### src/include/tap_params.svh
// widths, instruction codes, id fields and chain positions of the scan port
`ifndef TAP_PARAMS_SVH
`define TAP_PARAMS_SVH
`define IR_WIDTH 3
`define ID_WIDTH 32
`define BSR_LONG 70
`define BSR_SHORT 51
`define INS_EXTEST 3'h0
`define INS_IDCODE 3'h1
`define INS_SAMPLE_Z 3'h2
`define INS_SAMPLE 3'h4
`define INS_BYPASS 3'h7
`define IR_CAPTURE 3'h1
`define ID_DEPTH_LO 23
`define ID_WIDTH_LO 18
`define ID_MAKER_LO 1
`define ID_PRESENT_BIT 0
`define LONG_ADDR_LAST 7
`define LONG_LANE_FIRST 8
`define LONG_LANE_LAST 16
`define LONG_SLEEP_POS 17
`define LONG_A1_POS 69
`define LONG_A0_POS 70
`define SHORT_SLEEP_POS 12
`define SHORT_CLK_POS 27
`define SHORT_A1_POS 50
`define SHORT_A0_POS 51
`endif

### src/include/tap_pkg.sv
// types of the scan port
package tap_pkg;
    typedef enum logic [15:0] {
        TLR = 16'h0001, RTI = 16'h0002, SEL_DR = 16'h0004, CAP_DR = 16'h0008,
        SH_DR = 16'h0010, EX1_DR = 16'h0020, PA_DR = 16'h0040, EX2_DR = 16'h0080,
        UPD_DR = 16'h0100, SEL_IR = 16'h0200, CAP_IR = 16'h0400, SH_IR = 16'h0800,
        EX1_IR = 16'h1000, PA_IR = 16'h2000, EX2_IR = 16'h4000, UPD_IR = 16'h8000
    } tap_state_t;
endpackage : tap_pkg

### src/rtl/tap_sync.sv
// two-stage synchroniser for a group of pin inputs
`timescale 1ns/1ps
module tap_sync #(
    parameter int W = 1
) (
    input wire logic mclk,
    input wire logic resetn,
    input wire logic [W-1:0] d,
    output logic [W-1:0] q
);
    logic [W-1:0] meta_q;
    always_ff @(posedge mclk) begin
        if (!resetn) begin
            meta_q <= '0;
            q <= '0;
        end else begin
            meta_q <= d;
            q <= meta_q;
        end
    end
endmodule : tap_sync

### src/rtl/sram_jtag_tap.sv
// boundary-scan test access port of the burst memory, sampled on mclk
// Functional notes
// - instruction 3 bits, bypass 1, identification 32, boundary chain 70 or 51.
// - code 000 captures pins into boundary chain and floats memory outputs.
// - code 001 captures identification value into the scanned register.
// - code 010 captures pins into boundary chain and floats memory outputs.
// - code 100 captures pins into boundary chain, memory unaffected.
// - code 111 selects the single bypass bit.
// - long chain: address 1-7, first lane 8-16, sleep 17, low burst bits 69-70.
// - short chain: sleep at 12, memory clock 27, low burst bits 50 and 51.
// - identification instruction loaded at reset and in test-logic-reset.
// - update state of data path does nothing; no preload exists.
// - id value: depth 27:23, width 22:18, bit 0 one.
`timescale 1ns/1ps
`include "tap_params.svh"
module sram_jtag_tap import tap_pkg::*; #(
    parameter bit WIDE = 1'b0,
    parameter logic [3:0] REVISION = 4'h0,
    parameter logic [4:0] DEPTH_CODE = 5'h07,
    parameter logic [4:0] WIDTH_CODE = 5'h04,
    parameter logic [5:0] DEVICE_CODE = 6'h00,
    // arbitrary neutral maker code
    parameter logic [10:0] MAKER_CODE = 11'h155
) (
    input wire logic mclk,
    input wire logic resetn,
    input wire logic test_clk,
    input wire logic test_mode_sel,
    input wire logic test_data_in,
    output logic test_data_out,
    output logic test_data_out_en,
    output logic mem_output_float,
    input wire logic [6:0] address_input,
    input wire logic [7:0] first_data_lane,
    input wire logic sleep_input,
    input wire logic mem_clk,
    input wire logic burst_address_second_bit,
    input wire logic burst_address_low_bit,
    input wire logic [`BSR_LONG-1:0] other_pins
);
    localparam int BSR_LEN = WIDE ? `BSR_SHORT : `BSR_LONG;
    logic [2:0] pins_s;
    logic [`BSR_LONG-1:0] ring_s;
    logic [`BSR_LONG-1:0] ring_raw;
    logic tck_q;
    logic rise;
    logic fall;
    tap_state_t state_q;
    tap_state_t state_d;
    logic [`IR_WIDTH-1:0] ir_q;
    logic [`IR_WIDTH-1:0] ir_sh_q;
    logic bypass_q;
    logic [`ID_WIDTH-1:0] id_q;
    logic [`BSR_LONG-1:0] bsr_q;
    logic [`ID_WIDTH-1:0] id_value;
    logic serial_bit;

    tap_sync #(.W(3)) u_sync_ctl (
        .mclk(mclk), .resetn(resetn),
        .d({test_clk, test_mode_sel, test_data_in}), .q(pins_s)
    );
    // a pin that moves near a capture may be read either way; only settled pins are reliable
    tap_sync #(.W(`BSR_LONG)) u_sync_ring (
        .mclk(mclk), .resetn(resetn), .d(ring_raw), .q(ring_s)
    );

    // chain position n sits at bit n-1
    always_comb begin
        ring_raw = other_pins;
        if (WIDE) begin
            ring_raw[`SHORT_SLEEP_POS-1] = sleep_input;
            ring_raw[`SHORT_CLK_POS-1] = mem_clk;
            ring_raw[`SHORT_A1_POS-1] = burst_address_second_bit;
            ring_raw[`SHORT_A0_POS-1] = burst_address_low_bit;
            ring_raw[`BSR_LONG-1:`BSR_SHORT] = '0;
        end else begin
            ring_raw[`LONG_ADDR_LAST-1:0] = address_input;
            // the ninth position of the lane is not a port and keeps its ring value
            ring_raw[`LONG_LANE_LAST-1:`LONG_LANE_FIRST-1] =
                {other_pins[`LONG_LANE_LAST-1], first_data_lane};
            ring_raw[`LONG_SLEEP_POS-1] = sleep_input;
            ring_raw[`LONG_A1_POS-1] = burst_address_second_bit;
            ring_raw[`LONG_A0_POS-1] = burst_address_low_bit;
        end
    end

    assign id_value = {REVISION, DEPTH_CODE, WIDTH_CODE, DEVICE_CODE, MAKER_CODE,
        1'b1};

    function automatic logic is_chain(input logic [2:0] ins);
        is_chain = (ins == `INS_EXTEST) || (ins == `INS_SAMPLE_Z) || (ins == `INS_SAMPLE);
    endfunction : is_chain

    // edges are found on the synchronised copy, so each one is seen about three mclk late
    always_ff @(posedge mclk) begin
        if (!resetn) begin
            tck_q <= 1'b0;
        end else begin
            tck_q <= pins_s[2];
        end
    end
    assign rise = pins_s[2] & ~tck_q;
    assign fall = ~pins_s[2] & tck_q;

    always_comb begin
        case (state_q)
            TLR: state_d = pins_s[1] ? TLR : RTI;
            RTI: state_d = pins_s[1] ? SEL_DR : RTI;
            SEL_DR: state_d = pins_s[1] ? SEL_IR : CAP_DR;
            CAP_DR: state_d = pins_s[1] ? EX1_DR : SH_DR;
            SH_DR: state_d = pins_s[1] ? EX1_DR : SH_DR;
            EX1_DR: state_d = pins_s[1] ? UPD_DR : PA_DR;
            PA_DR: state_d = pins_s[1] ? EX2_DR : PA_DR;
            EX2_DR: state_d = pins_s[1] ? UPD_DR : SH_DR;
            UPD_DR: state_d = pins_s[1] ? SEL_DR : RTI;
            SEL_IR: state_d = pins_s[1] ? TLR : CAP_IR;
            CAP_IR: state_d = pins_s[1] ? EX1_IR : SH_IR;
            SH_IR: state_d = pins_s[1] ? EX1_IR : SH_IR;
            EX1_IR: state_d = pins_s[1] ? UPD_IR : PA_IR;
            PA_IR: state_d = pins_s[1] ? EX2_IR : PA_IR;
            EX2_IR: state_d = pins_s[1] ? UPD_IR : SH_IR;
            UPD_IR: state_d = pins_s[1] ? SEL_DR : RTI;
            default: state_d = TLR;
        endcase
    end

    always_ff @(posedge mclk) begin
        if (!resetn) begin
            state_q <= TLR;
        end else if (rise) begin
            state_q <= state_d;
        end
    end

    // the instruction is forced on the rise that enters test-logic-reset, so the memory
    // outputs stop floating while the controller still sits in that state
    always_ff @(posedge mclk) begin
        if (!resetn) begin
            ir_q <= `INS_IDCODE;
        end else if (rise) begin
            if (state_d == TLR) begin
                ir_q <= `INS_IDCODE;
            end else if (state_q == UPD_IR) begin
                ir_q <= ir_sh_q;
            end
        end
    end

    always_ff @(posedge mclk) begin
        if (!resetn) begin
            ir_sh_q <= '0;
        end else if (rise) begin
            if (state_q == CAP_IR) begin
                ir_sh_q <= `IR_CAPTURE;
            end else if (state_q == SH_IR) begin
                ir_sh_q <= {pins_s[0], ir_sh_q[`IR_WIDTH-1:1]};
            end
        end
    end

    // update of the data path is left out on purpose: no preload
    always_ff @(posedge mclk) begin
        if (!resetn) begin
            bypass_q <= 1'b0;
            id_q <= '0;
            bsr_q <= '0;
        end else if (rise) begin
            if (state_q == CAP_DR) begin
                bypass_q <= 1'b0;
                if (ir_q == `INS_IDCODE) begin
                    id_q <= id_value;
                end
                if (is_chain(ir_q)) begin
                    bsr_q <= ring_s;
                end
            end else if (state_q == SH_DR) begin
                bypass_q <= pins_s[0];
                if (ir_q == `INS_IDCODE) begin
                    id_q <= {pins_s[0], id_q[`ID_WIDTH-1:1]};
                end
                if (is_chain(ir_q)) begin
                    bsr_q <= {pins_s[0], bsr_q[`BSR_LONG-1:1]};
                    bsr_q[BSR_LEN-1] <= pins_s[0];
                end
            end
        end
    end

    // reserved codes fall back to bypass so the chain stays one bit long
    always_comb begin
        if (state_q == SH_IR) begin
            serial_bit = ir_sh_q[0];
        end else if (ir_q == `INS_IDCODE) begin
            serial_bit = id_q[0];
        end else if (is_chain(ir_q)) begin
            serial_bit = bsr_q[0];
        end else begin
            serial_bit = bypass_q;
        end
    end

    // data-out moves on the fall so that the controller samples a settled bit at the next rise
    always_ff @(posedge mclk) begin
        if (!resetn) begin
            test_data_out <= 1'b0;
            test_data_out_en <= 1'b0;
        end else if (fall) begin
            test_data_out <= serial_bit;
            test_data_out_en <= (state_q == SH_DR) || (state_q == SH_IR);
        end
    end

    always_ff @(posedge mclk) begin
        if (!resetn) begin
            mem_output_float <= 1'b0;
        end else begin
            mem_output_float <= (ir_q == `INS_EXTEST) ||
                (ir_q == `INS_SAMPLE_Z);
        end
    end
endmodule : sram_jtag_tap

### config.mk
export PLATFORM = sky130hd
export DESIGN_NAME = sram_jtag_tap
export DESIGN_NICKNAME = d
export VERILOG_FILES = /design/src/include/tap_pkg.sv /design/src/rtl/tap_sync.sv /design/src/rtl/sram_jtag_tap.sv
export VERILOG_INCLUDE_DIRS = /design/src /design/src/include
export SDC_FILE = /design/constraint.sdc
export NUM_CORES = 1
export LEC_CHECK = 0
export ABC_AREA = 1
export BUFFER_PORTS_ARGS = -buffer_cell sky130_fd_sc_hd__buf_2
export CAP_MARGIN = 10
export CORE_UTILIZATION = 58
export DETAILED_ROUTE_END_ITERATION = 10
export PLACE_DENSITY = 0.83
export SYNTH_ARGS = -nofsm -noshare
export SYNTH_HDL_FRONTEND = slang
export SYNTH_SLANG_ARGS = --single-unit
### constraint.sdc
create_clock -name mclk -period 2.1 [get_ports mclk]
set_input_delay 0.42 -clock mclk [delete_from_list [all_inputs] [get_ports mclk]]
set_output_delay 0.42 -clock mclk [all_outputs]
set_load 0.005 [all_outputs]
==> impl_metrics.env, run 1 <==
export IMPL_portBuffers=77
export IMPL_postRouteAntennaNets=0
export IMPL_wl_met1_um=8060
export IMPL_path_cells="nor2_1 -> nand2_2 -> nor2_4 -> buf_4 -> nand3_1 -> nand3_1 -> nor2_1 -> nand3_2 -> nand3_2 -> a21oi_1 -> nor2_1"
export IMPL_rsz0062_at_grt="false"
export IMPL_fin_crit_sh_pct=91.6
export IMPL_wl_per_cell_um=11.5
export IMPL_finClkSkew_ns=0.00716
export IMPL_slowest_delay_ns=0.33
export IMPL_min_period_ns=1.92
export IMPL_pwr_share_comb_pct=4.6
export IMPL_clk_latency_ns=0.53
export IMPL_fin_nets=1443
export IMPL_final_cell_mix="nand2_1, dfxtp_1, inv_1"
export IMPL_layout_commonest_cell="nand2_1"
export IMPL_holdBufCountCts=0
export IMPL_syn_cell_area_mm2=0.0100
export IMPL_boundaryPins=97
export IMPL_cts_setup_buffers=0
export IMPL_hpwl_um=10600
export IMPL_cts_tree="yes"
export IMPL_timing_worst_slew_pin_value_ns=0.678
export IMPL_critPathLaunchType="flip-flop"
export IMPL_hp_class="input pin to flip-flop"
export IMPL_drc=0
export IMPL_ff2ff_setup_slack_ns=0.18
export IMPL_multiInputGateArea_mm2=0.00352
export IMPL_worst_ep_arrival_time_ns=2.33
export IMPL_area_delta_synth_final_pct=15.5
export IMPL_maxSlewViolCount=0
export IMPL_routed_wl_met2_um=9200
export IMPL_cts_sinks=275
export IMPL_die_x_um=134
export IMPL_syn_nets=1388
export IMPL_p_int_mw=8.44
export IMPL_start_util_pct=59.9
export IMPL_drive_above_1_share_pct=14.0
export IMPL_finalSetupViolCount=0
export IMPL_slew_headroom_pct=54.8
export IMPL_vias=7879
export IMPL_synth_area_leaders="dfxtp_1, nand2_1, a21oi_1"
export IMPL_swShare_pct=21.1
export IMPL_tns_ns=0
export IMPL_r2r_cells=11
export IMPL_drt_total_wl_um=18300
export IMPL_die_h_um=134
export IMPL_seq_area_mm2=0.00551
export IMPL_rows=47
export IMPL_cpMaxStageDelayCell="dfxtp_1"
export IMPL_seqPwrFrac_pct=50.7
export IMPL_ys_warn_count=0
export IMPL_cap_viol_max_count=0
export IMPL_h_tree_depth=1
export IMPL_p_per_area_mw_per_mm2=922
export IMPL_viasPerCell=4.96
export IMPL_leakagePower_nw=5.53
export IMPL_finalPower_mw=10.7
export IMPL_worstHoldStart="other_pins[18]"
export IMPL_grt_use_total_pct=21.1
export IMPL_seq_area_frac_synth_pct=54.8
export IMPL_clkPwrFrac_pct=44.7
export IMPL_grt_pass1_vias=7427
export IMPL_ir_drop_mv=0.843
export IMPL_worstPathRequired_ns=2.51
export IMPL_critPathKind="flip-flop to flip-flop"
export IMPL_holdPathEnd="u_sync_ring.meta_q[18]$_SDFF_PN0_"
export IMPL_min_path_cells=3
export IMPL_dieArea_mm2=0.0178
export IMPL_final_hold_viol_count=0
export IMPL_r2r_end="ir_q[2]$_SDFFE_PN0P_"
export IMPL_cts_buffers=27
export IMPL_synth_cells=1294
export IMPL_ys_seq_elements=275
export IMPL_place_congestion=0.871
export IMPL_clk_pin_slew_ns=0.06
export IMPL_cts_buffer_depth=3
export IMPL_diodes=0
export IMPL_synth_top_area_share_pct=54.8
export IMPL_met3WireLength_um=776
export IMPL_status="completed"
export IMPL_cpMostUsedCell="nor2_1"
export IMPL_core_mm2=0.0168
export IMPL_dr_pass1_iters=6
export IMPL_power_switching_mw=2.26
export IMPL_antenna_found_initial=0
export IMPL_worst_setup_path_end_kind="flip-flop"
export IMPL_grt_start_max_net_pins=163
export IMPL_cp_max_fo=6
export IMPL_cts_root_buf="clkbuf_16"
export IMPL_yosysTopAreaCell="dfxtp_1"
export IMPL_clock_fmax_ghz=0.520
export IMPL_crit_reg2reg_launch="state_q[10]$_SDFFE_PN0P_"
export IMPL_grt_pass1_wl_um=31900
export IMPL_synth_avg_cell_area_um2=7.76
export IMPL_fillers=1259
export IMPL_synth_cell_type_count=32
export IMPL_grt_ovfl_total=0
export IMPL_top_layer="met4"
export IMPL_drt_initial_drc_count=407
[final cells by class]
cell class                 instances  area share (%)
clock buffer                      40            6.59
sequential                       275            47.4
inverter                         184            5.95
tap                              220            2.37
timing repair buffer             102            6.15
clock inverter                    10            1.14
multi-input combinational        759            30.4
[repair_timing]
item	CTS	global route
setup endpoints to repair	0	13
hold endpoints to repair	0	0
gates resized for setup	0	2
[critical path: cells and delay by family (launching register included)]
kind                   cells  cell delay [ns]
buffers and inverters      1             0.16
and+or+nand+nor            9             1.13
AOI/OAI and AO/OA          1             0.18
DFF                        1             0.33
[flip-flops by register name, indices dropped and copies added, names as in the netlist]
signal and count:
state_q 16, bypass_q 1, u_sync_ctl.q 3, tck_q 1
bsr_q 70, test_data_out 1, u_sync_ctl.meta_q 3, u_sync_ring.meta_q 70
ir_q 3, ir_sh_q 3, test_data_out_en 1, id_q 32
u_sync_ring.q 70, mem_output_float 1
[cell usage after synthesis]
cell type  instances
a21oi_1          162
a21oi_2           29
and3_1             3
nor2_4             2
nor3_1             6
nor2_1            98
o211ai_1          12
inv_1            181
buf_2             19
clkbuf_1          50
nand2_2            3
nand3_2            3
buf_6              4
o21ai_0           16
inv_2              1
o21ai_2            1
a211oi_1           5
a31oi_1            1
buf_1              2
o221ai_1           1
nand3_1           26
clkinv_1           2
nand2_4            1
dfxtp_1          275
nor2_8             1
nand3b_1           2
o211a_1            2
nor2_2             5
nand4_1           25
nand2_1          353
and2_1             2
buf_4              1
[power groups by stage]
stage,logic (mW),registers [mW],clock network (mW)
finish,0.495,5.42,4.78
global route,0.562,5.43,5.10
CTS,0.494,5.42,4.88
detailed placement,0.488,5.53,0
global placement,0.477,5.53,0
floorplan,0.323,5.52,0
[worst max-delay path by stage]
stage	start	cells past startpoint	endpoint
after floorplan	state_q[2]$_SDFFE_PN0P_	10	bsr_q[1]$_SDFFE_PN0P_
final	state_q[10]$_SDFFE_PN0P_	11	ir_q[2]$_SDFFE_PN0P_
after global routing	state_q[10]$_SDFFE_PN0P_	11	ir_q[1]$_SDFFE_PN0P_
after detailed placement	state_q[12]$_SDFFE_PN0P_	11	ir_q[2]$_SDFFE_PN0P_
after global placement	state_q[12]$_SDFFE_PN0P_	11	ir_q[0]$_SDFFE_PN1P_
after CTS	state_q[10]$_SDFFE_PN0P_	11	ir_q[2]$_SDFFE_PN0P_
[kinds of logic after synthesis]
logic type,synth area share [%]
buf+inv,10.3
compound gates,13.1
flops,54.8
simple gates,21.8
[per-stage QoR]
step	setup WS (ns)	instances	hold WS (ns)	util, %	cell area [µm²]
3_5_place_dp	0.168	1540	0.395	63.8	10700
6_report	0.177	1590	0.0704	69.2	11600
2_1_floorplan	0.430	1294	0.390	-	10000
4_1_cts	0.137	1590	0.0546	69.2	11600
3_3_place_gp	0.221	1540	0.393	63.8	10700
5_1_grt	0.00653	1590	0.0595	69.2	11600
[layer usage]
| metal | vias up | track usage [%] |
|---|---|---|
| met5 | - | 0 |
| met4 | 0 | 6.57 |
| met3 | 28 | 3.08 |
| met2 | 157 | 38.6 |
| met1 | 3571 | 25.3 |
| li1 | 4123 | - |
Power figures use the tool's default switching activity.
==> inputs of run 2 (changes only) <==
--- a/config.mk
+++ b/config.mk
@@ -9,7 +9,9 @@
 export ABC_AREA = 1
 export BUFFER_PORTS_ARGS = -buffer_cell sky130_fd_sc_hd__buf_2
 export CAP_MARGIN = 10
-export CORE_UTILIZATION = 58
+export CELL_PAD_IN_SITES_DETAIL_PLACEMENT = 2
+export CELL_PAD_IN_SITES_GLOBAL_PLACEMENT = 2
+export CORE_UTILIZATION = 34
 export DETAILED_ROUTE_END_ITERATION = 10
 export PLACE_DENSITY = 0.83
 export SYNTH_ARGS = -nofsm -noshare
==> run 2 against run 1 <==
  * Critical path depth decreased by 3
  * Via count increased by 4.9%
  * Sequential share of layout area shrank 1.2 points
  * Wire length grew 44%
  * Worst setup slack got worse by 0.0091 ns
  * First-iteration DRC count shrank 19%
  * Worst hold slack got worse by 0.022 ns
  * Die area grew 69%
  * Flip-flop and latch count unchanged
  * Final cell count rose by 10%
  * Clock power increased by 10%
  * Sequential power hardly changed
==> impl_metrics.env, run 2 (same netlist as run 1, synthesis figures left out) <==
export IMPL_wl_per_cell_um=15.0
export IMPL_die_h_um=174
export IMPL_hp_class="input pin to flip-flop"
export IMPL_layout_commonest_cell="nand2_1"
export IMPL_cts_buffers=30
export IMPL_p_per_area_mw_per_mm2=945
export IMPL_drt_initial_drc_count=330
export IMPL_clk_pin_slew_ns=0.06
export IMPL_grt_pass1_wl_um=44100
export IMPL_cap_viol_max_count=0
export IMPL_worst_setup_path_end_kind="flip-flop"
export IMPL_critPathKind="flip-flop to flip-flop"
export IMPL_final_hold_viol_count=0
export IMPL_critPathBufInv=1
export IMPL_finalPower_mw=11.2
export IMPL_postRouteAntennaNets=0
export IMPL_clk_latency_ns=0.56
export IMPL_drc=0
export IMPL_cpLargestDelayFamily="simple AND/OR/NAND/NOR gates"
export IMPL_cts_sinks=275
export IMPL_h_tree_depth=1
export IMPL_viasPerCell=4.71
export IMPL_fin_crit_sh_pct=92.0
export IMPL_path_cells="nor2_2 -> nand2_2 -> nor2_4 -> o21ai_4 -> nor2_8 -> buf_4 -> o211ai_1 -> a21oi_1"
export IMPL_cp_max_fo=29
export IMPL_antenna_found_initial=0
export IMPL_grt_start_max_net_pins=115
export IMPL_numPlacedInstances=1703
export IMPL_boundaryPins=97
export IMPL_slowest_delay_ns=0.33
export IMPL_ir_drop_mv=0.578
export IMPL_status="completed"
export IMPL_vias=8267
export IMPL_cts_tree="yes"
export IMPL_cts_root_buf="clkbuf_16"
export IMPL_clock_fmax_ghz=0.518
export IMPL_worstPathRequired_ns=2.57
export IMPL_min_period_ns=1.93
export IMPL_maxSlewViolCount=0
export IMPL_whs_ns=0.0488
export IMPL_portBuffers=77
export IMPL_cpMaxStageDelayCell="dfxtp_1"
export IMPL_holdBufCountCts=0
export IMPL_rows=62
export IMPL_start_util_pct=34.8
export IMPL_final_cell_mix="nand2_1, dfxtp_1, inv_1"
export IMPL_worst_slack_ns=0.168
export IMPL_drt_total_wl_um=26400
export IMPL_dieArea_mm2=0.0302
export IMPL_utilization_pct=41.2
export IMPL_grt_pass1_vias=8968
export IMPL_grt_use_total_pct=17.6
export IMPL_hpwl_um=15400
export IMPL_timing_worst_slew_pin_value_ns=0.578
export IMPL_critPathLaunchType="flip-flop"
export IMPL_drive_above_1_share_pct=14.8
export IMPL_leakagePower_nw=5.56
export IMPL_fin_nets=1446
export IMPL_die_x_um=174
export IMPL_worst_ep_arrival_time_ns=2.40
export IMPL_grt_ovfl_total=0
export IMPL_dr_pass1_iters=4
export IMPL_final_area_mm2=0.0119
export IMPL_finalSetupViolCount=0
export IMPL_cts_buffer_depth=3
export IMPL_finClkSkew_ns=0.0150
export IMPL_dpl_cell_area_mm2=0.0108
export IMPL_diodes=0
export IMPL_core_mm2=0.0289
export IMPL_place_congestion=0.777
export IMPL_instances_no_fill=1756
export IMPL_slew_headroom_pct=61.5
export IMPL_area_delta_synth_final_pct=18.4
export IMPL_reg_top3="bsr_q (70), u_sync_ring.meta_q (70), u_sync_ring.q (70)"
export IMPL_dp_slack_ns=-0.0867
export IMPL_tns_ns=0
run 2: cell count changes in the layout (fill, tap and decap cells not counted), moves of 3 or more:
cell,previous run,this run
clkbuf_16,27,31
nor2_1,98,94
buf_6,0,3
nor2_2,4,8
buf_12,11,7
clkinv_2,5,10
clkbuf_1,9,6
run 2: worst paths after layout:
path | startpoint | to | slack (ns) | cells past startpoint
setup reg to reg | state_q[12]$_SDFFE_PN0P_ | id_q[23]$_SDFFE_PN0P_ | 0.17 | 8
setup / recovery | state_q[12]$_SDFFE_PN0P_ | id_q[23]$_SDFFE_PN0P_ | 0.17 | 8
hold reg to reg | u_sync_ring.meta_q[1]$_SDFF_PN0_ | u_sync_ring.q[1]$_SDFF_PN0_ | 0.41 | 2
hold / removal | other_pins[50] | u_sync_ring.meta_q[50]$_SDFF_PN0_ | 0.05 | 3
run 2: report_power, final:
group	leakage (nW)	internal (mW)	total, mW	switching [mW]
clock	0.492	3.18	5.27	2.09
sequential	2.25	5.37	5.43	0.0592
combinational	2.82	0.183	0.542	0.360
run 2: layer usage:
metal | up-vias | wire length (µm) | GRT usage, %
met3 | 47 | 644 | 2.48
li1 | 4115 | - | -
met4 | 0 | 714 | 5.26
met2 | 94 | 13700 | 33.0
met5 | - | 0 | 0
met1 | 4011 | 11400 | 20.4
run 2: repair_timing:
item                                    4_1_cts  5_1_grt
buffers inserted                              0        1
pin swaps                                     1        2
gates resized for setup                       2       13
endpoints found under the setup margin       91      104
run 2: worst register-to-register path: stages (launching register included):
cell and delay (ns):
dfxtp_1 0.33, nor2_2 0.17, nand2_2 0.12, nor2_4 0.25, o21ai_4 0.15, nor2_8 0.14
buf_4 0.32, o211ai_1 0.18, a21oi_1 0.20
run 2: final cells by class:
| class | count | area (µm²) |
|---|---|---|
| Inverter | 184 | 693 |
| Fill cell | 3318 | 17000 |
| Sequential cell | 275 | 5510 |
| Multi-Input combinational cell | 759 | 3560 |
| Clock buffer | 41 | 853 |
| Tap cell | 384 | 480 |
| Timing Repair Buffer | 102 | 674 |
| Clock inverter | 11 | 130 |
